**src/csbu_pkg.sv**
```systemverilog
`default_nettype none
package csbu_pkg;
    localparam int PC_W = 16;
    localparam int OFS_W = 7;
    localparam logic [PC_W-1:0] PC_RST = 16'h0000;
    localparam logic [PC_W-1:0] PC_ONE = 16'h0001;
    localparam logic [PC_W-1:0] PC_TWO = 16'h0002;
    localparam logic [PC_W-1:0] PC_THREE = 16'h0003;
    localparam logic [7:0] FLAGS_RST = 8'h00;
    // Status flag bit positions
    localparam int FLAG_C = 0;
    localparam int FLAG_Z = 1;
    localparam int FLAG_N = 2;
    localparam int FLAG_V = 3;
    localparam int FLAG_S = 4;
    localparam int FLAG_H = 5;
    localparam logic [1:0] CYC_ONE = 2'h1;
    localparam logic [1:0] CYC_TWO = 2'h2;
    localparam logic [1:0] CYC_THREE = 2'h3;
    typedef enum logic [3:0]
    {
        CSBU_OP_NONE,
        CSBU_OP_COMPARE_IMM,
        CSBU_OP_SKIP_REG_BIT_CLEAR,
        CSBU_OP_SKIP_REG_BIT_SET,
        CSBU_OP_SKIP_IO_BIT_CLEAR,
        CSBU_OP_SKIP_IO_BIT_SET,
        CSBU_OP_BRANCH_FLAG_SET,
        CSBU_OP_BRANCH_FLAG_CLEAR,
        CSBU_OP_BRANCH_CARRY_SET,
        CSBU_OP_BRANCH_CARRY_CLEAR,
        CSBU_OP_BRANCH_SAME_OR_HIGHER,
        CSBU_OP_BRANCH_LOWER
    } csbu_op_t;
endpackage : csbu_pkg
`default_nettype wire

```
**src/csbu_flags.sv**
```systemverilog
`default_nettype none
module csbu_flags
(
    input  wire logic       sys_clk,  // Core clock
    input  wire logic       nrst,     // Async reset, active low
    input  wire logic       wr_en,    // Load new flags
    input  wire logic [7:0] wr_data,  // New flags
    output logic      [7:0] rd_data   // Registered flags
);
    import csbu_pkg::*;
    always_ff @(posedge sys_clk or negedge nrst)
    begin
        if (!nrst)
            rd_data <= FLAGS_RST;
        else if (wr_en)
            rd_data <= wr_data;
    end
endmodule : csbu_flags
`default_nettype wire

```
**src/csbu_unit.sv**
```systemverilog
`default_nettype none
// Behaviour
// - Compare immediate subtracts constant, stores nothing, sets Z N V C S H, one cycle.
// - Register bit skip advances PC by 2 or 3 on match, flags kept.
// - I/O bit skip advances PC by 2 or 3 on match, flags kept.
// - Flag branch loads PC plus offset plus one when chosen bit matches.
// - Carry branches jump relatively when carry is one or zero.
// - Same-or-higher branches on carry zero, lower on carry one.
module csbu_unit
(
    input  wire logic                    sys_clk,      // Core clock
    input  wire logic                    nrst,         // Async reset, active low
    input  wire logic                    instr_valid,  // Instruction offered
    input  wire csbu_pkg::csbu_op_t      instr_op,     // Decoded operation
    input  wire logic [7:0]              reg_value,    // Working register operand
    input  wire logic [7:0]              imm_value,    // Immediate constant
    input  wire logic [7:0]              io_value,     // I/O register operand
    input  wire logic [2:0]              bit_sel,      // Tested bit or status bit
    input  wire logic [csbu_pkg::OFS_W-1:0] branch_ofs, // Signed word offset
    input  wire logic                    next_two_word, // Following instruction is two words
    output logic                         instr_ready,  // Accepting an instruction
    output logic [csbu_pkg::PC_W-1:0]    pc_out,       // Program counter
    output logic [7:0]                   flags_out,    // Status flags register
    output logic                         done_pulse,   // Instruction retired
    output logic [1:0]                   cycles_out    // Cycles of last instruction
);
    import csbu_pkg::*;

    // ****************************************
    // Decode
    // ****************************************
    logic [1:0]      busy_cnt_r;
    logic [1:0]      busy_cnt_nxt;
    logic [PC_W-1:0] pc_r;
    logic [PC_W-1:0] pc_nxt;
    logic [1:0]      cyc_r;
    logic [1:0]      cyc_nxt;
    logic            done_r;
    logic [7:0]      flags;
    logic [7:0]      cmp_flags;
    logic [8:0]      diff;
    logic            take;
    logic            is_skip;
    logic            is_branch;
    logic            is_cmp;
    logic            accept;
    logic [PC_W-1:0] ofs_ext;
    logic [PC_W-1:0] skip_step;

    function automatic logic bit_of(input logic [7:0] v, input logic [2:0] b);
        bit_of = v[b];
    endfunction : bit_of

    assign accept = instr_valid && (busy_cnt_r == 2'h0);
    assign is_cmp = (instr_op == CSBU_OP_COMPARE_IMM);
    assign is_skip = (instr_op == CSBU_OP_SKIP_REG_BIT_CLEAR) || (instr_op == CSBU_OP_SKIP_REG_BIT_SET)
                  || (instr_op == CSBU_OP_SKIP_IO_BIT_CLEAR) || (instr_op == CSBU_OP_SKIP_IO_BIT_SET);
    assign is_branch = !is_cmp && !is_skip && (instr_op != CSBU_OP_NONE);

    always_comb
    begin
        take = 1'b0;
        case (instr_op)
            CSBU_OP_SKIP_REG_BIT_CLEAR:    take = !bit_of(reg_value, bit_sel);
            CSBU_OP_SKIP_REG_BIT_SET:      take = bit_of(reg_value, bit_sel);
            CSBU_OP_SKIP_IO_BIT_CLEAR:     take = !bit_of(io_value, bit_sel);
            CSBU_OP_SKIP_IO_BIT_SET:       take = bit_of(io_value, bit_sel);
            CSBU_OP_BRANCH_FLAG_SET:       take = bit_of(flags, bit_sel);
            CSBU_OP_BRANCH_FLAG_CLEAR:     take = !bit_of(flags, bit_sel);
            CSBU_OP_BRANCH_CARRY_SET:      take = flags[FLAG_C];
            CSBU_OP_BRANCH_CARRY_CLEAR:    take = !flags[FLAG_C];
            CSBU_OP_BRANCH_SAME_OR_HIGHER: take = !flags[FLAG_C];
            CSBU_OP_BRANCH_LOWER:          take = flags[FLAG_C];
            default:                       take = 1'b0;
        endcase
    end

    // ****************************************
    // Compare flags
    // ****************************************
    // subtract, keep only flags
    assign diff = {1'b0, reg_value} - {1'b0, imm_value};
    always_comb
    begin
        cmp_flags = flags;
        cmp_flags[FLAG_C] = diff[8];
        cmp_flags[FLAG_Z] = (diff[7:0] == 8'h00);
        cmp_flags[FLAG_N] = diff[7];
        cmp_flags[FLAG_V] = (reg_value[7] & ~imm_value[7] & ~diff[7]) | (~reg_value[7] & imm_value[7] & diff[7]);
        cmp_flags[FLAG_S] = diff[7] ^ cmp_flags[FLAG_V];
        cmp_flags[FLAG_H] = (~reg_value[3] & imm_value[3]) | (imm_value[3] & diff[3]) | (diff[3] & ~reg_value[3]);
    end

    // ****************************************
    // Program counter and timing
    // ****************************************
    assign ofs_ext = {{(PC_W-OFS_W){branch_ofs[OFS_W-1]}}, branch_ofs};
    // skip width follows next word count
    assign skip_step = next_two_word ? PC_THREE : PC_TWO;

    always_comb
    begin
        pc_nxt = pc_r;
        cyc_nxt = cyc_r;
        busy_cnt_nxt = (busy_cnt_r == 2'h0) ? 2'h0 : busy_cnt_r - 2'h1;
        if (accept)
        begin
            cyc_nxt = CYC_ONE;
            pc_nxt = pc_r + PC_ONE;
            if (is_skip && take)
            begin
                pc_nxt = pc_r + skip_step;
                cyc_nxt = next_two_word ? CYC_THREE : CYC_TWO;
            end
            else if (is_branch && take)
            begin
                pc_nxt = pc_r + ofs_ext + PC_ONE;
                cyc_nxt = CYC_TWO;
            end
            busy_cnt_nxt = cyc_nxt - CYC_ONE;
        end
    end

    // Flags change only on compare; skips and branches leave them alone
    csbu_flags u_flags
    (
        .sys_clk (sys_clk),
        .nrst    (nrst),
        .wr_en   (accept && is_cmp),
        .wr_data (cmp_flags),
        .rd_data (flags)
    );

    always_ff @(posedge sys_clk or negedge nrst)
    begin
        if (!nrst)
        begin
            pc_r <= PC_RST;
            cyc_r <= CYC_ONE;
            busy_cnt_r <= 2'h0;
            done_r <= 1'b0;
            instr_ready <= 1'b1;
        end
        else
        begin
            pc_r <= pc_nxt;
            cyc_r <= cyc_nxt;
            busy_cnt_r <= busy_cnt_nxt;
            done_r <= accept;
            instr_ready <= (busy_cnt_nxt == 2'h0);
        end
    end

    assign pc_out = pc_r;
    assign flags_out = flags;
    assign done_pulse = done_r;
    assign cycles_out = cyc_r;

    // ****************************************
    // Checks
    // ****************************************
    property p_cmp_flags;
        @(posedge sys_clk) disable iff (!nrst)
        (accept && is_cmp) |=> (flags_out == $past(cmp_flags)) && (cycles_out == CYC_ONE) && instr_ready;
    endproperty
    a_cmp_flags: assert property (p_cmp_flags) else $error("compare flags wrong");

    property p_skip_reg;
        @(posedge sys_clk) disable iff (!nrst)
        (accept && (instr_op == CSBU_OP_SKIP_REG_BIT_SET) && reg_value[bit_sel] && !next_two_word)
        |=> (pc_out == $past(pc_r) + PC_TWO) && $stable(flags_out) && !instr_ready ##1 instr_ready;
    endproperty
    a_skip_reg: assert property (p_skip_reg) else $error("register skip wrong");

    property p_skip_io;
        @(posedge sys_clk) disable iff (!nrst)
        (accept && (instr_op == CSBU_OP_SKIP_IO_BIT_CLEAR) && !io_value[bit_sel])
        |=> (pc_out == $past(pc_r) + $past(skip_step)) && $stable(flags_out);
    endproperty
    a_skip_io: assert property (p_skip_io) else $error("io skip wrong");

    property p_flag_branch;
        @(posedge sys_clk) disable iff (!nrst)
        (accept && (instr_op == CSBU_OP_BRANCH_FLAG_SET) && flags[bit_sel])
        |=> (pc_out == $past(pc_r) + $past(ofs_ext) + PC_ONE) && (cycles_out == CYC_TWO);
    endproperty
    a_flag_branch: assert property (p_flag_branch) else $error("flag branch wrong");

    property p_carry_branch;
        @(posedge sys_clk) disable iff (!nrst)
        (accept && (instr_op == CSBU_OP_BRANCH_CARRY_CLEAR) && flags[FLAG_C])
        |=> (pc_out == $past(pc_r) + PC_ONE) && (cycles_out == CYC_ONE) && $stable(flags_out);
    endproperty
    a_carry_branch: assert property (p_carry_branch) else $error("carry branch wrong");

    property p_lower;
        @(posedge sys_clk) disable iff (!nrst)
        (accept && (instr_op == CSBU_OP_BRANCH_LOWER) && flags[FLAG_C])
        |=> (pc_out == $past(pc_r) + $past(ofs_ext) + PC_ONE);
    endproperty
    a_lower: assert property (p_lower) else $error("lower branch wrong");

    property p_skip_long;
        @(posedge sys_clk) disable iff (!nrst)
        (accept && is_skip && take && next_two_word)
        |=> (cycles_out == CYC_THREE) && !instr_ready [*2] ##1 instr_ready;
    endproperty
    a_skip_long: assert property (p_skip_long) else $error("two word skip wrong");

    property p_busy_hold;
        @(posedge sys_clk) disable iff (!nrst)
        !instr_ready |=> $stable(pc_out) && $stable(flags_out);
    endproperty
    a_busy_hold: assert property (p_busy_hold) else $error("state moved while busy");

    c_cmp: cover property (@(posedge sys_clk) disable iff (!nrst) accept && is_cmp);
    c_skip3: cover property (@(posedge sys_clk) disable iff (!nrst) accept && is_skip && take && next_two_word);
    c_branch: cover property (@(posedge sys_clk) disable iff (!nrst) accept && is_branch && take);
endmodule : csbu_unit
`default_nettype wire

```
**config.mk**
```make
export PLATFORM = sky130hd
export DESIGN_NAME = csbu_unit
export DESIGN_NICKNAME = d
export VERILOG_FILES = /design/src/csbu_pkg.sv /design/src/csbu_flags.sv /design/src/csbu_unit.sv
export SDC_FILE = /design/constraint.sdc
export NUM_CORES = 1
export LEC_CHECK = 0
export BUFFER_PORTS_ARGS = -buffer_cell sky130_fd_sc_hd__buf_2
export CAP_MARGIN = 5
export CORE_AREA = 3 3 79 81
export DETAILED_ROUTE_END_ITERATION = 8
export DIE_AREA = 0 0 82 84
export PLACE_DENSITY = 0.93
export SLEW_MARGIN = 20
export SYNTH_ARGS = -nofsm -noshare
export SYNTH_HDL_FRONTEND = slang
export SYNTH_SLANG_ARGS = --single-unit
```
**constraint.sdc**
```tcl
create_clock -name sys_clk -period 6.4 [get_ports sys_clk]
set_clock_uncertainty 0.05 [all_clocks]
set_input_delay 0 -clock sys_clk [delete_from_list [all_inputs] [get_ports sys_clk]]
set_output_delay 0 -clock sys_clk [all_outputs]
set_load 0.01 [all_outputs]
```
==> results of run 1 <==
## tightest hold or removal path, cell delays in order
cell,delay [ps]
buf_2,120
fa_1,170
o21ai_0,80
## power by group
group          internal (W)  total [W]  switching (W)
sequential         0.000239   0.000361       0.000122
clock             0.0000552   0.000114      0.0000588
combinational      0.000359   0.000837       0.000477
## state kept, by name, indices dropped and copies added, names as in the netlist
register / flops
pc_out: 16
instr_ready: 1
u_flags.rd_data: 6
busy_cnt_r: 2
done_pulse: 1
cycles_out: 2
## path summary, 6_finish.rpt
check / startpoint / endpoint / slack (ps) / depth (start not counted)
min in group asynchronous: nrst / pc_out[10] / 220 / 2
worst min-delay path: imm_value[7] / u_flags.rd_data[4] / 80 / 3
worst max register to register: u_flags.rd_data[0] / pc_out[6] / 3310 / 8
worst min register to register: busy_cnt_r[1] / instr_ready / 360 / 1
worst max-delay path: u_flags.rd_data[0] / pc_out[6] / 3310 / 8
max in group asynchronous: nrst / pc_out[0] / 5670 / 2
## final cells by class
| type | count | area, um2 |
|---|---|---|
| sequential | 28 | 703 |
| timing repair buffer | 71 | 373 |
| inverter | 27 | 101 |
| tap | 72 | 90.1 |
| fill | 475 | 1870 |
| multi-input combinational | 335 | 2340 |
| clock buffer | 4 | 55.1 |
## per-layer routing
metal  GRT usage  wire length (um)  vias up  share of wire
li1            -                 -     1594              -
met3      0.0324               766       28          0.088
met1       0.348              3580     1555           0.41
met2       0.424              4100      180           0.47
met5           0                 0        -              0
met4      0.0891               235        0          0.027
## metrics by stage
stage                     power, W  utilization  std cells  setup slack (ps)
final                      0.00131        0.662        537              3310
after global routing       0.00143        0.662        537              3110
after CTS                  0.00129        0.662        537              3370
after detailed placement   0.00117        0.646        530              3390
after global placement     0.00114        0.646        530              3470
after floorplan           0.000940            -        412              3740
## kinds of logic after synthesis
kind of cell / Yosys count
adder cells (fa/ha/maj): 32
other: 1
buffers and inverters: 49
AO/OA/AOI/OAI: 126
XOR/XNOR: 32
multiplexers: 13
AND/OR/NAND/NOR: 130
flip-flops: 28
## synthesized netlist by cell type, drive strengths merged (3+ instances only)
cell / n
nor3: 9
mux2i: 5
a211o: 3
xor2: 13
a211oi: 6
nand2b: 7
nand4: 8
a31oi: 8
a21o: 4
nand3: 9
ha: 28
o21ai: 41
a21oi: 30
o22a: 3
mux2: 3
and3: 3
clkbuf: 14
nor2: 30
mux4: 5
a21boi: 3
fa: 4
o31ai: 3
o211ai: 7
nand2: 43
inv: 27
nor4: 3
dfrtp: 26
xnor2: 19
nor2b: 7
buf: 8
## what timing repair did
item	in CTS	in global routing
hold endpoints to repair	28	0
hold buffers	3	0
gates resized for setup	0	0
==> qor.csv, run 1 <==
metric,value,unit
outcome,"complete, no violations",
clk sinks,28,
adder-cell share of the synthesized area,0.133,
worst-path cell chain,"mux4_2, a22oi_2, xnor2_1, a21oi_4, nor2b_1, o21ai_0, a32o_1, a21oi_1",
Post-Route Setup TNS,0,ps
nets,540,
via/cell ratio,6.25,
CP top delay family,compound AO/OA/AOI/OAI gates,
Antenna Cells,0,
first-pass GRT wire length,14400,um
Bufs and invs on worst path,0,
most frequent cells in the layout,"buf_2 (67), nand2_1 (43), o21ai_0 (41)",
CTS tree,done,
num rows,27,
Compound-Gate Fraction of Synth Area,0.247,
total detailed-routing wirelength,8680,um
starting density of the core,0.584,
"EDFF count, synth",0,
Synth Instances,411,
hold_ws,76.3,ps
largest fanout on the critical path,28,
ys flop type,dfrtp_1,
Final Hold Fails,0,
cell area after synthesis,3240,um2
WP data required,6560,ps
hpwl dp,6610,um
clk root buf,clkbuf_8,
layout cells sized above 1,0.187,
"Clk Latency, worst-skew pair",280,ps
P per Cell Area,358,nW/um2
dpl cell area,3580,um2
largest net degree at the start of global routing,39,
Num CTS Buffers,3,
Ys Warns,0,
Post-Synth Simple-Gate Area,0.192,
Iter 0 DRT Violations,402,
xor-xnor portion of the synthesized cell area,0.0866,
vias in the first global route,3195,
Port-buffer cells,67,
Fmax,324,MHz
Startpoint Class,flip-flop,
post-synth cell types,60,
die width,82,um
Crit path arrival time,3250,ps
Relative slew margins,0.469,
initial antenna violation count,0,
Post CTS Setup Buffer Count,0,
"most common cell after layout, fill and taps aside",buf_2,
DRC Markers,0,
Post-Layout Inst Area,3670,um2
min Tclk post-route,3090,ps
Initial DRT Pass Iterations,5,
number of synthesized register bits,28,
cell taking the most area after synthesis,dfrtp_1,
# H-tree levels,1,
P&R area growth vs syn,13.2,%
largest family of logic cells by synthesized area,compound AO/OA/AOI/OAI gates,
vias,3357,
slowest cell delay on critical path,590,ps
Hold Crit Class,in -> reg,
RSZ-0062 raised after global routing,false,
GP Congestion,0.859,
Core Area,5540,um2
number of max-cap violations,0,
die area,6890,um2
Worst VDD drop,0.222,mV
Max Root-Sink Buffers,2,
post-synthesis mux area share,0.0607,
Congestion Overflow GR,0,
clk slew on worst S/H paths,100,ps
top post-synthesis cells by area,"dfrtp_1 (20%), ha_1 (11%), o21ai_0 (6.3%), xnor2_1 (5.1%), nand2_1 (5.0%)",
post-synthesis sequential area ratio,0.217,
Leakage Power,1.66,nW
pins over their slew limit,0,
Worst Max-Slew Pin Slew,794,ps
CP Capture Type,flip-flop,
antenna-violating nets left,0,
Final setup viols,0,
die height,84,um
post-route clock period utilization,0.483,
Total GRT Usage,0.260,
average cell area after synthesis,7.88,um2
I/O pin total,70,
CP max-delay cell,a21oi_4,
post-synth top area share,0.201,
Setup CP Type,reg -> reg,
routed len/inst,16.2,um
ys async rst share,1.00,
Note: power is estimated with default switching activity, not from simulation.
==> run 2, diff against run 1 <==
Settings changed: CORE_AREA 3 3 79 81 to 3 3 81 83, DIE_AREA 0 0 82 84 to 0 0 84 86, PLACE_DENSITY 0.93 to 0.89.
Clock period 6.4 ns to 2.9 ns, I/O delays scaled along.
==> qor.csv, run 2 (synthesis gave the netlist of run 1 again) <==
metric,value,unit
hold wc startpoint,imm_value[7],
Reg area,703,um2
CP Capture Type,flip-flop,
final non-filler cell total,556,
Layout Utilization,0.645,
number of max-cap violations,0,
sequential share of power,0.220,
Antenna Cells,0,
max reg flops,16,
die width,84,um
Iter 0 DRT Violations,378,
pins over their slew limit,0,
Final setup viols,0,
via/cell ratio,6.07,
Post-Layout Inst Area,3820,um2
most frequent cells in the layout,"buf_2 (67), nand2_1 (43), o21ai_0 (39)",
area occupied by multi-input gates,2360,um2
Final Hold Fails,0,
Total GRT Usage,0.240,
post-route clock period utilization,0.957,
nets,556,
Setup CP Type,reg -> reg,
Fmax,360,MHz
GR peak layer,met2,
min Tclk post-route,2770,ps
die height,86,um
Initial DRT Pass Iterations,8,
GP Congestion,0.895,
sw power,0.00150,W
# H-tree levels,1,
DRC Markers,1,
Port-buffer cells,67,
Net Sw Frac,0.483,
Leakage Power,1.74,nW
logic gate share of total power,0.675,
routed len/inst,15.8,um
hold_ws,53.9,ps
Post-Route Setup TNS,0,ps
Worst Max-Slew Pin Slew,649,ps
WP data required,3050,ps
met1 Track Usage GR,0.312,
Post CTS Setup Buffer Count,0,
layout cells sized above 1,0.220,
fillers,487,
dpl cell area,3700,um2
Setup crit start,pc_out[0],
grt met2 use,0.419,
vias in the first global route,3110,
Relative slew margins,0.567,
largest fanout on the critical path,3,
failing checks,DRC,
initial antenna violation count,0,
Startpoint Class,flip-flop,
Clock Power Share,0.104,
starting density of the core,0.547,
I/O pin total,70,
Core Area,5920,um2
first-pass GRT wire length,14400,um
"Clk Latency, worst-skew pair",290,ps
Worst VDD drop,0.514,mV
clk root buf,clkbuf_8,
num rows,28,
CTS tree,done,
Max Root-Sink Buffers,2,
antenna-violating nets left,0,
Congestion Overflow GR,0,
Num CTS Buffers,3,
die area,7220,um2
placed cells,549,
hpwl dp,6800,um
P&R area growth vs syn,18.0,%
Crit path arrival time,2920,ps
clk sinks,28,
P per Cell Area,816,nW/um2
Hold Crit Class,in -> reg,
largest net degree at the start of global routing,29,
total detailed-routing wirelength,8810,um
met3 Track Usage GR,0.0231,
outcome,finished with violations,
Pint,0.00161,W
"most common cell after layout, fill and taps aside",buf_2,
r2r startpoint,pc_out[0],
clk slew on worst S/H paths,110,ps
vias,3377,
==> run 2: cell count changes in the layout (fill, tap and decap cells not counted), sizes merged <==
cell	delta
buf	+16
bufinv	+1
clkbuf	-1
==> run 2: layer usage <==
metal	routed length, um	up-vias
met2	4280	177
met1	3660	1559
met3	681	22
met5	0	-
met4	189	0
li1	-	1619
==> run 2: cell type report <==
type / count / share of cell area
Tap cell: 75 / 0.0246
Multi-Input combinational cell: 335 / 0.617
Timing Repair Buffer: 87 / 0.129
Clock buffer: 3 / 0.0108
Inverter: 27 / 0.0265
Sequential cell: 28 / 0.184
Clock inverter: 1 / 0.00786
==> run 2: final timing paths <==
check / slack [ps] / to / cells past startpoint
worst max-delay path: 130 / pc_out[12] / 12
worst min-delay path: 50 / u_flags.rd_data[4] / 3
worst max register to register: 130 / pc_out[12] / 12
worst min register to register: 360 / instr_ready / 1
max in group asynchronous: 2170 / u_flags.rd_data[4] / 2
min in group asynchronous: 210 / pc_out[12] / 2
==> run 2: power groups by stage <==
stage | registers, W | logic (W) | clock network, W
finish | 0.000687 | 0.00210 | 0.000326
global route | 0.000708 | 0.00231 | 0.000339
CTS | 0.000682 | 0.00204 | 0.000327
detailed placement | 0.000690 | 0.00202 | 0
global placement | 0.000687 | 0.00195 | 0
floorplan | 0.000755 | 0.00132 | 0
==> run 2: what timing repair did <==
| item | 4_1_cts | 5_1_grt |
|---|---|---|
| setup endpoints to repair | 0 | 4 |
| gates resized for setup | 0 | 5 |
| hold endpoints to repair | 28 | 0 |
| hold buffers | 3 | 0 |
==> run 2: critical path, cell delays in order (launching register included) <==
cell and delay (ps):
dfrtp_1 400, inv_1 90, ha_1 170, inv_1 70, fa_1 450, a211oi_2 310
o21ai_1 140, a21oi_2 200, o211ai_1 140, o211ai_1 140, xnor2_1 100, o211a_1 200
o31ai_1 220
==> run 2: through the flow <==
step	setup slack (ps)	power (W)
6_report	126	0.00312
3_3_place_gp	245	0.00264
3_5_place_dp	87.0	0.00271
5_1_grt	-6.81	0.00336
4_1_cts	79.0	0.00305
2_1_floorplan	243	0.00207
==> run 3, diff against run 2 <==
Settings changed: GPL_TIMING_DRIVEN from default to 0, HOLD_SLACK_MARGIN from default to 0.15.
==> qor.csv, run 3 (synthesis gave the netlist of run 1 again) <==
metric,value,unit
Hold Crit Class,in -> reg,
post-route clock period utilization,0.975,
CTS tree,done,
vias in the first global route,3232,
outcome,"complete, no violations",
Total GRT Usage,0.257,
Port-buffer cells,64,
Layout Utilization,0.651,
number of max-cap violations,0,
FF-to-FF setup slack,120,ps
Tot Pwr,0.00308,W
pins over their slew limit,0,
CP Capture Type,flip-flop,
final non-filler cell total,567,
Bufs and invs on worst path,4,
CP top delay family,buffers and inverters,
Core Area,5920,um2
total detailed-routing wirelength,9430,um
"most common cell after layout, fill and taps aside",buf_2,
max reg flops,16,
largest net degree at the start of global routing,29,
Num CTS Buffers,3,
hpwl dp,7090,um
"Endpoint, Worst Hold",u_flags.rd_data[3],
r2r startpoint,u_flags.rd_data[0],
num rows,28,
starting density of the core,0.547,
I/O pin total,70,
Leakage Power,1.74,nW
# H-tree levels,1,
first-pass GRT wire length,15300,um
clk slew on worst S/H paths,100,ps
antenna-violating nets left,0,
reg2reg path depth,8,
"most used cell, CP",o21ai_0,
nets,567,
routed len/inst,16.6,um
Startpoint Class,input pin,
hold path depth,4,
clk root buf,clkbuf_8,
die height,86,um
Worst VDD drop,0.473,mV
Setup CP Type,in -> reg,
Initial DRT Pass Iterations,6,
DRC Markers,0,
Worst Max-Slew Pin Slew,750,ps
die width,84,um
fillers,491,
GP Congestion,0.955,
largest fanout on the critical path,10,
Final Hold Fails,0,
slowest cell delay on critical path,530,ps
Iter 0 DRT Violations,491,
vias,3436,
most frequent cells in the layout,"buf_2 (66), nand2_1 (43), o21ai_0 (39)",
hold wc startpoint,reg_value[7],
clk sinks,28,
Crit path arrival time,2950,ps
"Clk Latency, worst-skew pair",280,ps
Worst R2R End,pc_out[15],
worst-path cell chain,"dlygate4sd3_1, buf_2, mux4_2, mux2i_1, xnor2_1, o22ai_1, clkbuf_1, buf_1, o21ai_0, a21oi_1, o21ai_0",
initial antenna violation count,0,
Antenna Cells,0,
min Tclk post-route,2830,ps
Relative slew margins,0.499,
Fmax,354,MHz
P per Cell Area,800,nW/um2
via/cell ratio,6.06,
Final setup viols,0,
CP max-delay cell,dlygate4sd3_1,
Congestion Overflow GR,0,
die area,7220,um2
Max Root-Sink Buffers,2,
WP data required,3020,ps
layout cells sized above 1,0.215,
placed cells,551,
P&R area growth vs syn,19.0,%
-- run 3: changes by cell type in the layout (fill, tap and decap cells not counted), sizes merged --
cell / delta
bufinv: -1
dlygate4sd3: +2
buf: -7
a21oi: +1
clkbuf: +16
-- run 3: cell type report --
class | count | area (um2) | area share
repair buffers | 75 | 415 | 0.108
clock buffers | 4 | 55.1 | 0.0143
plain buffers | 22 | 104 | 0.0269
well taps | 75 | 93.8 | 0.0243
flip-flops and latches | 28 | 704 | 0.183
multi-input cells | 336 | 2380 | 0.618
inverters | 27 | 101 | 0.0263
-- run 3: stage by stage --
stage | hold WS (ps) | setup slack, ps | setup TNS (ps) | cell area, um2
finish | 164 | 71.2 | 0 | 3850
CTS | 167 | 2.52 | 0 | 3800
floorplan | -346 | 243 | 0 | 3240
detailed placement | 2.75 | -270 | -540 | 3660
global placement | -2.84 | -135 | -252 | 3660
global route | 210 | -79.6 | -311 | 3850
-- run 3: routing by layer --
metal / track usage / vias up / routed length, um
met5: 0 / - / 0
met4: 0.0892 / 0 / 318
met3: 0.0269 / 40 / 731
met2: 0.447 / 172 / 4550
met1: 0.333 / 1585 / 3830
li1: - / 1639 / -
-- run 3: how the worst max path moves through the flow --
| stage | startpoint | end | slack [ps] | cells after the start |
|---|---|---|---|---|
| after global routing | reg_value[3] | pc_out[14] | -80 | 12 |
| final | reg_value[3] | pc_out[4] | 70 | 11 |
| after CTS | u_flags.rd_data[0] | pc_out[0] | 3 | 9 |
| after floorplan | pc_out[0] | pc_out[12] | 240 | 12 |
| after detailed placement | pc_out[0] | pc_out[15] | -270 | 10 |
| after global placement | pc_out[0] | pc_out[12] | -130 | 12 |
-- run 3: what timing repair did --
item                                    4_1_cts  5_1_grt
buffers inserted                              3        3
endpoints found under the setup margin        4       11
hold buffers                                  5        0
pin swaps                                     2        2
cloned                                        0        1
hold endpoints to repair                     35        0
resized for setup                             4       12
-- run 3: worst register-to-register path, delay by kind of cell (launching register included) --
family | cells | cell delay (ps)
XOR/XNOR | 2 | 320
AO/OA/AOI/OAI | 4 | 1030
multiplexers | 1 | 490
AND/OR/NAND/NOR | 1 | 380
flip-flops | 1 | 460
-- run 3: where the power goes --
part / internal, W / switching [W]
registers: 0.000529 / 0.000213
logic: 0.000878 / 0.00121
clock network: 0.000122 / 0.000135
